File: src/hw/tc_pkg.sv
// Shared constants, field layouts and types of the timer counter block
package tc_pkg;

   // ==========================================================
   // Register byte offsets
   localparam logic [7:0] TC_OFS_TSC     = 8'h00;
   localparam logic [7:0] TC_OFS_CNT     = 8'h04;
   localparam logic [7:0] TC_OFS_MOD     = 8'h08;
   localparam logic [7:0] TC_OFS_CH_BASE = 8'h10;
   localparam logic [7:0] TC_CH_STRIDE   = 8'h10;
   localparam logic [7:0] TC_CH_SC       = 8'h00;
   localparam logic [7:0] TC_CH_VH       = 8'h04;
   localparam logic [7:0] TC_CH_VL       = 8'h08;

   // ==========================================================
   // Field positions
   localparam int TC_TSC_CLKS_LSB = 0;
   localparam int TC_TSC_CAS_BIT  = 2;
   localparam int TC_TSC_OVERFLOW_INTERRUPT_ENABLE_BIT = 3;
   localparam int TC_TSC_TOF_BIT  = 4;
   localparam int TC_TSC_PS_LSB   = 5;
   localparam int TC_CSC_ELS_LSB  = 2;
   localparam int TC_CSC_MSA_BIT  = 4;
   localparam int TC_CSC_MSB_BIT  = 5;

   // ==========================================================
   // Reset values and count limits
   localparam logic [7:0]  TC_TSC_RST  = 8'h00;
   localparam logic [15:0] TC_MOD_RST  = 16'h0000;
   localparam logic [15:0] TC_CNT_RST  = 16'h0000;
   localparam logic [15:0] TC_CHV_RST  = 16'h0000;
   localparam logic [5:0]  TC_CSC_RST  = 6'h00;
   localparam logic [15:0] TC_FREE_TOP = 16'hFFFF;
   localparam logic [15:0] TC_ZERO     = 16'h0000;

   // ==========================================================
   // Clock source codes
   localparam logic [1:0] TC_CLKS_NONE  = 2'h0;
   localparam logic [1:0] TC_CLKS_BUS   = 2'h1;
   localparam logic [1:0] TC_CLKS_FIXED = 2'h2;
   localparam logic [1:0] TC_CLKS_EXT   = 2'h3;

   // ==========================================================
   // Types
   typedef struct packed {
      logic [2:0] ps;
      logic       overflow_flag;
      logic       overflow_interrupt_enable;
      logic       cas;
      logic [1:0] clks;
   } tc_tsc_t;

   typedef struct packed {
      logic       msb;
      logic       msa;
      logic [1:0] els;
   } tc_chctl_t;

   typedef enum logic [1:0] {
      TC_MODE_CAPTURE,
      TC_MODE_COMPARE,
      TC_MODE_EDGE_ALIGNED_PWM,
      TC_MODE_CENTRE_ALIGNED_PWM
   } tc_mode_t;

endpackage

File: src/hw/tc_timer.sv
// Timer counter with modulo, clock select and coherent channel value bytes
`timescale 1ns/1ns
`default_nettype none

module tc_timer
   import tc_pkg::*;
#(
   parameter int NCH = 2
)(
   input  wire logic                  sys_clk,
   input  wire logic                  rst_n,
   input  wire logic [7:0]            avs_address,
   input  wire logic                  avs_read,
   input  wire logic                  avs_write,
   input  wire logic [31:0]           avs_writedata,
   input  wire logic [3:0]            avs_byteenable,
   output logic      [31:0]           avs_readdata,
   output logic                       avs_waitrequest,
   input  wire logic                  debug_halt,
   input  wire logic                  fixed_tick,
   input  wire logic                  ext_count_in,
   input  wire logic [NCH-1:0]        capture_evt,
   output logic                       overflow_irq,
   output logic      [15:0]           main_count,
   output logic                       count_down,
   output logic      [NCH-1:0][15:0]  channel_value
);

   // ==========================================================
   // Helpers
   function automatic logic ch_hit(input logic [7:0] addr, input int n,
                                   input logic [7:0] ofs);
      logic [7:0] base;
      base = 8'(TC_OFS_CH_BASE + TC_CH_STRIDE * 8'(n));
      return addr == 8'(base + ofs);
   endfunction

   function automatic tc_mode_t mode_of(input tc_chctl_t c, input logic cas);
      tc_mode_t m;
      if (cas)
         m = TC_MODE_CENTRE_ALIGNED_PWM;
      else if (c.msb)
         m = TC_MODE_EDGE_ALIGNED_PWM;
      else if (c.msa)
         m = TC_MODE_COMPARE;
      else
         m = TC_MODE_CAPTURE;
      return m;
   endfunction

   // ==========================================================
   // State
   tc_tsc_t           tsc;
   logic [15:0]       modulo;
   tc_chctl_t         chctl   [NCH];
   logic [15:0]       rd_buf  [NCH];
   logic [15:0]       wr_buf  [NCH];
   logic              rd_lat  [NCH];
   logic              rd_hi   [NCH];
   logic              wr_hi   [NCH];
   logic              wr_lo   [NCH];
   logic              wr_pend [NCH];
   logic [6:0]        pcnt;
   logic              ext_s1;
   logic              ext_s2;
   logic              ext_s3;
   logic              ext_lvl;
   logic              ext_rise;
   logic              src_tick;
   logic              ctick;
   logic [6:0]        ps_mask;
   logic [15:0]       top;
   logic [15:0]       ptop;
   logic [15:0]       next_count;
   logic              next_down;
   logic              ovf;
   logic              pwm_load;
   logic              rd_acc;
   logic              wr_acc;
   logic [31:0]       rd_mux;
   tc_mode_t          mode    [NCH];

   assign rd_acc = avs_read & ~avs_waitrequest;
   assign wr_acc = avs_write & ~avs_waitrequest;

   always_comb begin
      for (int n = 0; n < NCH; n++) begin
         mode[n] = mode_of(chctl[n], tsc.cas);
      end
   end

   // ==========================================================
   // Bus slave: waitrequest drops for one cycle, the access lands there
   always_ff @(posedge sys_clk or negedge rst_n) begin
      if (!rst_n) begin
         avs_waitrequest <= 1'b1;
         avs_readdata    <= 32'h0000_0000;
      end else if ((avs_read | avs_write) & avs_waitrequest) begin
         avs_waitrequest <= 1'b0;
         avs_readdata    <= avs_read ? rd_mux : 32'h0000_0000;
      end else begin
         avs_waitrequest <= 1'b1;
      end
   end

   always_comb begin
      rd_mux = 32'h0000_0000;
      case (avs_address)
         TC_OFS_TSC: rd_mux[7:0] = tsc;
         TC_OFS_CNT: rd_mux[15:0] = main_count;
         TC_OFS_MOD: rd_mux[15:0] = modulo;
         default: rd_mux = 32'h0000_0000;
      endcase
      for (int n = 0; n < NCH; n++) begin
         if (ch_hit(avs_address, n, TC_CH_SC))
            rd_mux[5:0] = {chctl[n], 2'b00};
         // Latched buffer is shown only outside debug halt
         if (ch_hit(avs_address, n, TC_CH_VH))
            rd_mux[7:0] = (rd_lat[n] && !debug_halt) ? rd_buf[n][15:8]
                                                     : channel_value[n][15:8];
         if (ch_hit(avs_address, n, TC_CH_VL))
            rd_mux[7:0] = (rd_lat[n] && !debug_halt) ? rd_buf[n][7:0]
                                                     : channel_value[n][7:0];
      end
   end

   // ==========================================================
   // Timer status/control and modulo
   always_ff @(posedge sys_clk or negedge rst_n) begin
      if (!rst_n) begin
         tsc    <= TC_TSC_RST;
         modulo <= TC_MOD_RST;
      end else begin
         if (wr_acc && avs_address == TC_OFS_TSC && avs_byteenable[0]) begin
            tsc.ps   <= avs_writedata[TC_TSC_PS_LSB +: 3];
            tsc.overflow_interrupt_enable <= avs_writedata[TC_TSC_OVERFLOW_INTERRUPT_ENABLE_BIT];
            tsc.cas  <= avs_writedata[TC_TSC_CAS_BIT];
            tsc.clks <= avs_writedata[TC_TSC_CLKS_LSB +: 2];
            if (avs_writedata[TC_TSC_TOF_BIT])
               tsc.overflow_flag <= 1'b0;
         end
         // Set wins over a clear in the same cycle
         if (ovf)
            tsc.overflow_flag <= 1'b1;
         if (wr_acc && avs_address == TC_OFS_MOD) begin
            if (avs_byteenable[0])
               modulo[7:0] <= avs_writedata[7:0];
            if (avs_byteenable[1])
               modulo[15:8] <= avs_writedata[15:8];
         end
      end
   end

   always_ff @(posedge sys_clk or negedge rst_n) begin
      if (!rst_n)
         overflow_irq <= 1'b0;
      else
         overflow_irq <= tsc.overflow_flag & tsc.overflow_interrupt_enable;
   end

   // ==========================================================
   // External source synchroniser; a rising edge counts once stages 2 and 3 agree
   always_ff @(posedge sys_clk or negedge rst_n) begin
      if (!rst_n) begin
         ext_s1  <= 1'b0;
         ext_s2  <= 1'b0;
         ext_s3  <= 1'b0;
         ext_lvl <= 1'b0;
      end else begin
         ext_s1 <= ext_count_in;
         ext_s2 <= ext_s1;
         ext_s3 <= ext_s2;
         if (ext_s2 == ext_s3)
            ext_lvl <= ext_s3;
      end
   end

   assign ext_rise = (ext_s2 == ext_s3) & ext_s3 & ~ext_lvl;

   // ==========================================================
   // Clock select and prescaler
   always_comb begin
      case (tsc.clks)
         TC_CLKS_NONE:  src_tick = 1'b0;
         TC_CLKS_BUS:   src_tick = 1'b1;
         TC_CLKS_FIXED: src_tick = fixed_tick;
         TC_CLKS_EXT:   src_tick = ext_rise;
         default:       src_tick = 1'b0;
      endcase
   end

   assign ps_mask = 7'((8'h01 << tsc.ps) - 8'h01);
   // Counter is frozen while the debugger holds the core
   assign ctick = src_tick & ~debug_halt & ((pcnt & ps_mask) == ps_mask);

   always_ff @(posedge sys_clk or negedge rst_n) begin
      if (!rst_n)
         pcnt <= 7'h00;
      else if (src_tick && !debug_halt)
         pcnt <= 7'(pcnt + 7'h01);
   end

   // ==========================================================
   // Main counter
   assign top  = (modulo == TC_ZERO) ? TC_FREE_TOP : modulo;
   assign ptop = tsc.cas ? modulo : top;

   always_comb begin
      next_count = main_count;
      next_down  = count_down;
      ovf        = 1'b0;
      if (ctick) begin
         if (tsc.cas) begin
            if (!count_down) begin
               if (main_count >= modulo) begin
                  next_down  = 1'b1;
                  next_count = 16'(main_count - 16'h0001);
                  ovf        = 1'b1;
               end else begin
                  next_count = 16'(main_count + 16'h0001);
               end
            end else if (main_count == TC_ZERO) begin
               next_down  = 1'b0;
               next_count = 16'(main_count + 16'h0001);
            end else begin
               next_count = 16'(main_count - 16'h0001);
            end
         end else begin
            next_down = 1'b0;
            if (main_count >= top) begin
               next_count = TC_ZERO;
               ovf        = (main_count == top);
            end else begin
               next_count = 16'(main_count + 16'h0001);
            end
         end
      end
   end

   // Step into the terminal count while counting up
   assign pwm_load = ctick & ~next_down & (main_count != ptop) & (next_count == ptop);

   always_ff @(posedge sys_clk or negedge rst_n) begin
      if (!rst_n) begin
         main_count <= TC_CNT_RST;
         count_down <= 1'b0;
      end else begin
         main_count <= next_count;
         count_down <= next_down;
      end
   end

   // ==========================================================
   // Channel control, value and coherency latches
   always_ff @(posedge sys_clk or negedge rst_n) begin
      if (!rst_n) begin
         for (int n = 0; n < NCH; n++) begin
            chctl[n]         <= TC_CSC_RST[5:2];
            channel_value[n] <= TC_CHV_RST;
            rd_buf[n]        <= TC_CHV_RST;
            wr_buf[n]        <= TC_CHV_RST;
            rd_lat[n]        <= 1'b0;
            rd_hi[n]         <= 1'b0;
            wr_hi[n]         <= 1'b0;
            wr_lo[n]         <= 1'b0;
            wr_pend[n]       <= 1'b0;
         end
      end else begin
         for (int n = 0; n < NCH; n++) begin
            // Buffered word waits for its counter event
            if (wr_pend[n] && mode[n] != TC_MODE_CAPTURE) begin
               if (mode[n] == TC_MODE_COMPARE ? ctick : pwm_load) begin
                  channel_value[n] <= wr_buf[n];
                  wr_pend[n]       <= 1'b0;
               end
            end
            if (capture_evt[n] && mode[n] == TC_MODE_CAPTURE)
               channel_value[n] <= main_count;
            // Read latch, capture mode only, frozen in debug halt
            if (rd_acc && mode[n] == TC_MODE_CAPTURE && !debug_halt) begin
               if (ch_hit(avs_address, n, TC_CH_VH) || ch_hit(avs_address, n, TC_CH_VL)) begin
                  if (!rd_lat[n]) begin
                     rd_lat[n] <= 1'b1;
                     rd_buf[n] <= channel_value[n];
                     rd_hi[n]  <= ch_hit(avs_address, n, TC_CH_VH);
                  end else if (rd_hi[n] != ch_hit(avs_address, n, TC_CH_VH)) begin
                     rd_lat[n] <= 1'b0;
                  end
               end
            end
            // Byte writes; capture mode drops them
            if (wr_acc && avs_byteenable[0] && mode[n] != TC_MODE_CAPTURE) begin
               if (ch_hit(avs_address, n, TC_CH_VH)) begin
                  if (debug_halt) begin
                     channel_value[n][15:8] <= avs_writedata[7:0];
                  end else begin
                     wr_buf[n][15:8] <= avs_writedata[7:0];
                     if (wr_lo[n]) begin
                        wr_lo[n] <= 1'b0;
                        if (tsc.clks == TC_CLKS_NONE)
                           channel_value[n] <= {avs_writedata[7:0], wr_buf[n][7:0]};
                        else
                           wr_pend[n] <= 1'b1;
                     end else begin
                        wr_hi[n] <= 1'b1;
                     end
                  end
               end
               if (ch_hit(avs_address, n, TC_CH_VL)) begin
                  if (debug_halt) begin
                     channel_value[n][7:0] <= avs_writedata[7:0];
                  end else begin
                     wr_buf[n][7:0] <= avs_writedata[7:0];
                     if (wr_hi[n]) begin
                        wr_hi[n] <= 1'b0;
                        if (tsc.clks == TC_CLKS_NONE)
                           channel_value[n] <= {wr_buf[n][15:8], avs_writedata[7:0]};
                        else
                           wr_pend[n] <= 1'b1;
                     end else begin
                        wr_lo[n] <= 1'b1;
                     end
                  end
               end
            end
            // Control write restarts both sequences, even in debug halt
            if (wr_acc && avs_byteenable[0] && ch_hit(avs_address, n, TC_CH_SC)) begin
               chctl[n]   <= avs_writedata[5:2];
               rd_lat[n]  <= 1'b0;
               wr_hi[n]   <= 1'b0;
               wr_lo[n]   <= 1'b0;
               wr_pend[n] <= 1'b0;
            end
         end
      end
   end

   // ==========================================================
   // Checks on the last channel, channel 0 and the counter
   a_capture_drops_write: assert property (@(posedge sys_clk) disable iff (!rst_n)
      (wr_acc && ch_hit(avs_address, NCH-1, TC_CH_VL) && mode[NCH-1] == TC_MODE_CAPTURE
       && !capture_evt[NCH-1]) |=> channel_value[NCH-1] == $past(channel_value[NCH-1]))
      else $error("value changed by write in capture mode");
   a_halt_freezes_latch: assert property (@(posedge sys_clk) disable iff (!rst_n)
      (debug_halt && !(wr_acc && ch_hit(avs_address, NCH-1, TC_CH_SC)))
       |=> rd_lat[NCH-1] == $past(rd_lat[NCH-1]))
      else $error("read latch moved in debug halt");
   a_halt_live_read: assert property (@(posedge sys_clk) disable iff (!rst_n)
      (rd_acc && ch_hit(avs_address, NCH-1, TC_CH_VL) && debug_halt && $past(debug_halt)
       && !$past(capture_evt[NCH-1]) && !$past(pwm_load))
       |-> avs_readdata[7:0] == channel_value[NCH-1][7:0])
      else $error("debug read did not show live value");
   a_ctl_resets_seq: assert property (@(posedge sys_clk) disable iff (!rst_n)
      (wr_acc && avs_byteenable[0] && ch_hit(avs_address, 0, TC_CH_SC))
       |=> !rd_lat[0] && !wr_hi[0] && !wr_lo[0] && !wr_pend[0])
      else $error("control write left a latch set");
   a_irq_follows_flag: assert property (@(posedge sys_clk) disable iff (!rst_n)
      (tsc.overflow_flag && tsc.overflow_interrupt_enable) ##1 (tsc.overflow_flag && tsc.overflow_interrupt_enable) |-> overflow_irq)
      else $error("overflow request missing");
   a_up_wrap_flag: assert property (@(posedge sys_clk) disable iff (!rst_n)
      (ctick && !tsc.cas && main_count == top)
       |=> main_count == TC_ZERO && tsc.overflow_flag)
      else $error("wrap without overflow flag");
   a_centre_turn: assert property (@(posedge sys_clk) disable iff (!rst_n)
      (ctick && tsc.cas && !count_down && main_count == modulo && modulo != TC_ZERO)
       |=> count_down && tsc.overflow_flag && main_count == 16'($past(modulo) - 16'h0001))
      else $error("centre turn wrong");
   a_off_holds_count: assert property (@(posedge sys_clk) disable iff (!rst_n)
      (tsc.clks == TC_CLKS_NONE) |=> $stable(main_count))
      else $error("counter moved with no source");
endmodule

`default_nettype wire

File: config.mk
export PLATFORM = sky130hd
export DESIGN_NAME = tc_timer
export DESIGN_NICKNAME = d
export VERILOG_FILES = /design/src/hw/tc_pkg.sv /design/src/hw/tc_timer.sv
export SDC_FILE = /design/constraint.sdc
export NUM_CORES = 1
export LEC_CHECK = 0
export BUFFER_PORTS_ARGS = -buffer_cell sky130_fd_sc_hd__buf_2
export CAP_MARGIN = 40
export CORE_UTILIZATION = 43
export CTS_CLUSTER_DIAMETER = 80
export DETAILED_ROUTE_END_ITERATION = 8
export SLEW_MARGIN = 20
export SYNTH_ARGS = -nofsm -noshare
export SYNTH_HDL_FRONTEND = slang
export SYNTH_SLANG_ARGS = --single-unit
File: constraint.sdc
create_clock -name sys_clk -period 11.4 [get_ports sys_clk]
set_clock_uncertainty 0.05 [all_clocks]
set_input_delay 2.28 -clock sys_clk [delete_from_list [all_inputs] [get_ports sys_clk]]
set_output_delay 2.28 -clock sys_clk [all_outputs]
set_load 0.05 [all_outputs]
==> flow_metrics.env, run 1 <==
export IMPL_status="complete, no violations"
export IMPL_htreeDepth=4
export IMPL_drt_iter0_drc=1214
export IMPL_max_stage_delay_ns=0.65
export IMPL_hold_path_class="register to register"
export IMPL_chipHeight_um=173
export IMPL_io_buffers=101
export IMPL_worstHoldStart="ext_s1$_DFF_PN0_"
export IMPL_ir_worst_vdd_mv=0.0785
export IMPL_syn_inst=1378
export IMPL_whs_path_depth=0
export IMPL_crit_arrival_ns=7.02
export IMPL_nFillCells=2759
export IMPL_yosysSeqAreaShare_pct=36.6
export IMPL_dr_pass1_iters=6
export IMPL_critPathSlowestCell="o21ai_4"
export IMPL_tightestPinTransition_ns=0.918
export IMPL_post_cts_buffers=0
export IMPL_timing_final_crit_share_pct=59.1
export IMPL_async_flop_share_pct=100
export IMPL_slew_headroom_pct=37.2
export IMPL_synth_seq_cells=184
export IMPL_fin_tns_setup_ns=0
export IMPL_die_x_um=173
export IMPL_drt_total_wl_um=43100
export IMPL_finalPower_mw=1.53
export IMPL_diodes=0
export IMPL_cp_depth=20
export IMPL_synth_area_mm2=0.0126
export IMPL_multiInputGateArea_mm2=0.00741
export IMPL_io_pins=136
export IMPL_grt_max_degree=67
export IMPL_dp_slack_ns=4.60
export IMPL_rsz0062_at_grt="no"
export IMPL_root_buffer="clkbuf_16"
export IMPL_cts_sinks=184
export IMPL_synth_main_ff_cell="dfrtp_1"
export IMPL_cp_required_ns=11.67
export IMPL_antenna_found_initial=1
export IMPL_initial_utilization_pct=43.7
export IMPL_yosys_warnings=0
export IMPL_path_cells="nor4_1, nand4_1, nor2_1, buf_6, nor2_1, ha_1, nand4_1, nor3_2, a41oi_1, a31oi_1, buf_4, nor4_1, mux2_2, or3_1, a21oi_1, nor3_1, and4_1, o21ai_4, mux2_4, o211a_1"
export IMPL_grt_use_total_pct=28.4
export IMPL_power_density_mw_per_mm2=108
export IMPL_yosys_top_cells_area="dfrtp_1, mux2_2, mux2i_1"
export IMPL_fmax_mhz=148
export IMPL_regArea_mm2=0.00461
export IMPL_p_leak_nw=6.44
export IMPL_cts_repair_resized=0
export IMPL_synth_edf_count=0
export IMPL_dpl_hpwl_um=30600
export IMPL_synth_top_cell_area_share_pct=36.4
export IMPL_drcViolationCount=0
export IMPL_critPathBufInv=2
export IMPL_final_common_cell="dfrtp_1"
export IMPL_critPathTopFamily="simple AND/OR/NAND/NOR gates"
export IMPL_wire_per_inst_um=23.4
export IMPL_rrSetupSlack_ns=4.66
export IMPL_hold_buffers=0
export IMPL_drv_cap=0
export IMPL_end_kind="register"
export IMPL_die_area_mm2=0.0299
export IMPL_drive_gt1_share_pct=21.4
export IMPL_r2r_cells=20
export IMPL_synth_distinct_cells=97
export IMPL_hold_path_end="ext_s2$_DFF_PN0_"
export IMPL_fin_nets=1533
export IMPL_rows=62
export IMPL_antenna_left=0
export IMPL_finalSetupViolations=0
export IMPL_cts_max_path_buffers=2
export IMPL_reg2reg_to="channel_value[27]$_DFF_PN0_"
export IMPL_grt_pass1_vias=10860
export IMPL_regToRegStartpoint="modulo[11]$_DFFE_PN0P_"
export IMPL_layout_common_cells="dfrtp_1, nor2_1, nand2_1"
export IMPL_finalCriticalPeriod_ns=6.74
export IMPL_hold_viol=0
export IMPL_area_delta_synth_final_pct=12.0
export IMPL_cts_tree="yes"
export IMPL_grt_pass1_wl_um=65100
export IMPL_cts_buffers=17
export IMPL_via_per_inst=6.34
export IMPL_crit_path_start_kind="register"
export IMPL_place_congestion=0.957
export IMPL_crit_fanout=16
export IMPL_clk_pin_slew_ns=0.08
export IMPL_overflow=0
export IMPL_insertion_delay_ns=0.45
export IMPL_core_mm2=0.0288
export IMPL_fin_ws_ns=4.66
export IMPL_via_count=11673
export IMPL_yosysTopAreaCell="dfrtp_1"
export IMPL_holdWs_ns=0.307
export IMPL_avgSynthCellArea_um2=9.13
export IMPL_crit_path_start="modulo[11]$_DFFE_PN0P_"
export IMPL_crit_type="register to register"
export IMPL_drv_slew=0
==> report_power, final <==
group          switching [mW]  total, mW  leakage, nW  internal [mW]
combinational           0.151      0.212         3.73         0.0608
sequential             0.0219      0.688         2.42          0.666
clock                   0.325      0.629        0.292          0.303
==> synth_stat cells (all sizes together) (5+ instances only) <==
cell type,instances
a2111oi,5
a211oi,11
a21o,6
a21oi,103
a221oi,5
a222oi,6
a22o,9
a22oi,15
a311oi,6
a31oi,16
a32o,11
and2,12
and3,19
buf,33
clkbuf,73
dfrtp,183
ha,37
inv,35
mux2,103
mux2i,57
nand2,109
nand2b,6
nand3,49
nand3b,5
nand4,17
nor2,118
nor2b,5
nor3,40
nor4,22
o211a,12
o211ai,9
o21a,7
o21ai,71
o22ai,51
o311ai,6
o31ai,7
or2,5
or3,16
xnor2,13
xor2,6
==> layer usage <==
metal | track usage [%] | routed length, µm | vias up
met1 | 38.9 | 18700 | 5679
met3 | 5.87 | 3830 | 93
met4 | 10.9 | 1300 | 2
met5 | 0 | 13 | -
li1 | - | - | 5281
met2 | 44.0 | 19300 | 618
==> state kept, by name, summed over array words and instances, names as in the netlist, 2 cells and up <==
signal and count:
channel_value 32, pcnt 7, avs_readdata 16, wr_pend 2, wr_buf 32, tsc 8, main_count 16, rd_lat 2
chctl 8, rd_buf 32, modulo 16, rd_hi 2, wr_hi 2, wr_lo 2
==> per-stage QoR <==
stage | cells | utilization (%) | area (µm²)
2_1_floorplan | 1393 | - | 12600
3_3_place_gp | 1799 | 46.4 | 13300
3_5_place_dp | 1804 | 46.7 | 13400
4_1_cts | 1836 | 48.8 | 14000
5_1_grt | 1840 | 49.0 | 14100
6_report | 1840 | 49.0 | 14100
==> logic make-up (layout without fill, tap and decap cells) <==
family,Yosys count,after routing,share of synthesized area [%]
AO/OA/AOI/OAI,394,394,21.8
XOR/XNOR,19,19,1.32
adder cells (fa/ha/maj),37,37,3.68
buffers and inverters,141,204,5.03
flip-flops,184,184,36.6
multiplexers,160,160,13.9
other,1,16,0.0298
AND/OR/NAND/NOR,442,442,17.6
==> how the worst max path moves through the flow <==
stage                                        to
finish              channel_value[27]$_DFF_PN0_
global route        channel_value[25]$_DFF_PN0_
CTS                 channel_value[27]$_DFF_PN0_
detailed placement  channel_value[27]$_DFF_PN0_
global placement    channel_value[25]$_DFF_PN0_
floorplan           channel_value[24]$_DFF_PN0_
==> layout make-up <==
class                      count  area share, %
tap                          384           3.41
timing repair buffer         137           6.06
sequential                   184           32.7
multi-input combinational   1068           52.6
inverter                      35          0.932
clock inverter                15           1.32
clock buffer                  17           3.02
(Power assumes the default switching activity.)
==> run 2, diff against run 1 <==
Clock period 11.4 ns to 6.2 ns, I/O delays scaled along.
==> run 2 against run 1 <==
Against the previous run: first-iteration DRC count rose by 8.7%; die area did not move; utilization rose by 0.15 points; sequential share of layout area fell by 0.10 points; final cell count rose by 0.98%; clock power rose by 70%; routed wire length rose by 0.94%; highest routed layer is now met4.
==> flow_metrics.env, run 2 (synthesis gave the netlist of run 1 again) <==
export IMPL_ir_worst_vdd_mv=0.214
export IMPL_cts_max_path_buffers=2
export IMPL_place_congestion=0.961
export IMPL_crit_path_start_kind="register"
export IMPL_rrSetupSlack_ns=0.24
export IMPL_clk_pin_slew_ns=0.08
export IMPL_p_sw_mw=0.821
export IMPL_whs_path_depth=0
export IMPL_rows=62
export IMPL_path_cells="nor4_1, nand4_1, nor2_1, buf_4, nor2_1, ha_1, a211oi_1, nor2_1, a41o_1, o31ai_4, nand2_1, or3_1, o21ai_2, nand4_1, a2111oi_4, nand4_2, a21boi_4, buf_4, nor2_1, a221o_1"
export IMPL_crit_arrival_ns=6.22
export IMPL_hold_path_class="register to register"
export IMPL_drt_iter0_drc=1320
export IMPL_p_leak_nw=6.47
export IMPL_place_area_mm2=0.0135
export IMPL_hold_viol=0
export IMPL_drt_total_wl_um=43500
export IMPL_cp_depth=20
export IMPL_cp_common_cell="nor2_1"
export IMPL_die_x_um=173
export IMPL_dr_pass1_iters=6
export IMPL_chipHeight_um=173
export IMPL_rsz0062_at_grt="no"
export IMPL_critPathSlowestCell="a2111oi_4"
export IMPL_drv_cap=0
export IMPL_wire_per_inst_um=23.4
export IMPL_crit_fanout=17
export IMPL_fin_tns_setup_ns=0
export IMPL_cp_required_ns=6.47
export IMPL_tightestPinTransition_ns=0.864
export IMPL_critPathBufInv=2
export IMPL_grt_use_total_pct=29.3
export IMPL_final_common_cell="dfrtp_1"
export IMPL_cts_repair_resized=0
export IMPL_share_seq_of_total_power_pct=46.2
export IMPL_reg_top3="channel_value: 32 flops, rd_buf: 32 flops, wr_buf: 32 flops"
export IMPL_end_kind="register"
export IMPL_drive_gt1_share_pct=22.2
export IMPL_diodes=0
export IMPL_max_stage_delay_ns=0.61
export IMPL_critPathTopFamily="simple AND/OR/NAND/NOR gates"
export IMPL_power_density_mw_per_mm2=192
export IMPL_final_core_util_pct=49.1
export IMPL_worstHoldStart="ext_s1$_DFF_PN0_"
export IMPL_drcViolationCount=0
export IMPL_post_cts_buffers=0
export IMPL_timing_final_crit_share_pct=96.1
export IMPL_reg2reg_to="channel_value[10]$_DFF_PN0_"
export IMPL_via_per_inst=6.33
export IMPL_layout_common_cells="dfrtp_1, nor2_1, nand2_1"
export IMPL_area_delta_synth_final_pct=12.4
export IMPL_slew_headroom_pct=42.0
export IMPL_finalSetupViolations=0
export IMPL_finalCriticalPeriod_ns=5.96
export IMPL_r2r_cells=20
export IMPL_io_buffers=101
export IMPL_io_pins=136
export IMPL_status="complete, no violations"
export IMPL_root_buffer="clkbuf_16"
export IMPL_regToRegStartpoint="modulo[13]$_DFFE_PN0P_"
export IMPL_die_area_mm2=0.0299
export IMPL_overflow=0
export IMPL_intPower_mw=1.90
export IMPL_fin_nets=1553
export IMPL_hold_path_end="ext_s2$_DFF_PN0_"
export IMPL_cts_buffers=17
export IMPL_dpl_hpwl_um=31200
export IMPL_core_mm2=0.0288
export IMPL_holdWs_ns=0.299
export IMPL_antenna_left=0
export IMPL_fin_ws_ns=0.243
export IMPL_grt_pass1_vias=11308
export IMPL_grt_pass1_wl_um=67300
export IMPL_insertion_delay_ns=0.45
export IMPL_cts_tree="yes"
export IMPL_switching_share_pct=30.2
export IMPL_initial_utilization_pct=43.7
export IMPL_hold_buffers=0
export IMPL_via_count=11753
export IMPL_htreeDepth=4
export IMPL_grt_max_degree=83
export IMPL_crit_type="register to register"
export IMPL_clkPwrFrac_pct=39.2
export IMPL_dp_slack_ns=0.313
export IMPL_antenna_found_initial=0
export IMPL_final_area_mm2=0.0141
export IMPL_cts_sinks=184
export IMPL_fmax_mhz=168
export IMPL_comb_power_share_pct=14.6
export IMPL_drv_slew=0
==> run 2: worst reg2reg max path, cell delays in order, from the launching register on <==
cell and delay [ns]:
dfrtp_1 0.49, nor4_1 0.35, nand4_1 0.33, nor2_1 0.18, buf_4 0.24, nor2_1 0.07, ha_1 0.29, a211oi_1 0.21
nor2_1 0.11, a41o_1 0.25, o31ai_4 0.30, nand2_1 0.45, or3_1 0.53, o21ai_2 0.08, nand4_1 0.19, a2111oi_4 0.61
nand4_2 0.24, a21boi_4 0.19, buf_4 0.28, nor2_1 0.10, a221o_1 0.29
==> run 2: cell type report <==
class	count	area, µm²
Clock buffer	20	447
Clock inverter	10	98.8
Fill cell	2783	14600
Inverter	35	131
Multi-Input combinational cell	1068	7420
Sequential cell	184	4610
Tap cell	384	480
Timing Repair Buffer	157	951
==> run 2: power by group through the flow <==
stage	clock network, mW	registers (mW)	logic, mW
final	1.07	1.26	0.396
after global routing	1.12	1.26	0.425
after CTS	1.08	1.25	0.392
after detailed placement	0	1.28	0.390
after global placement	0	1.28	0.387
after floorplan	0	1.33	0.199
==> run 2: per-stage QoR <==
stage,instances,total power [mW]
final,1858,2.72
after global routing,1858,2.81
after CTS,1856,2.73
after detailed placement,1826,1.67
after global placement,1823,1.66
after floorplan,1393,1.53
==> run 2: layer usage <==
layer	GRT usage (%)	part of all wire (%)
met1	39.7	43
met2	45.0	45
met3	7.19	9.4
met4	11.4	3.0
met5	0	0
==> run 2: worst max-delay path by stage <==
stage / from / to
6_report: modulo[13]$_DFFE_PN0P_ / channel_value[10]$_DFF_PN0_
3_5_place_dp: modulo[13]$_DFFE_PN0P_ / channel_value[18]$_DFF_PN0_
2_1_floorplan: modulo[12]$_DFFE_PN0P_ / channel_value[24]$_DFF_PN0_
4_1_cts: modulo[13]$_DFFE_PN0P_ / channel_value[10]$_DFF_PN0_
3_3_place_gp: modulo[13]$_DFFE_PN0P_ / channel_value[23]$_DFF_PN0_
5_1_grt: modulo[13]$_DFFE_PN0P_ / channel_value[10]$_DFF_PN0_
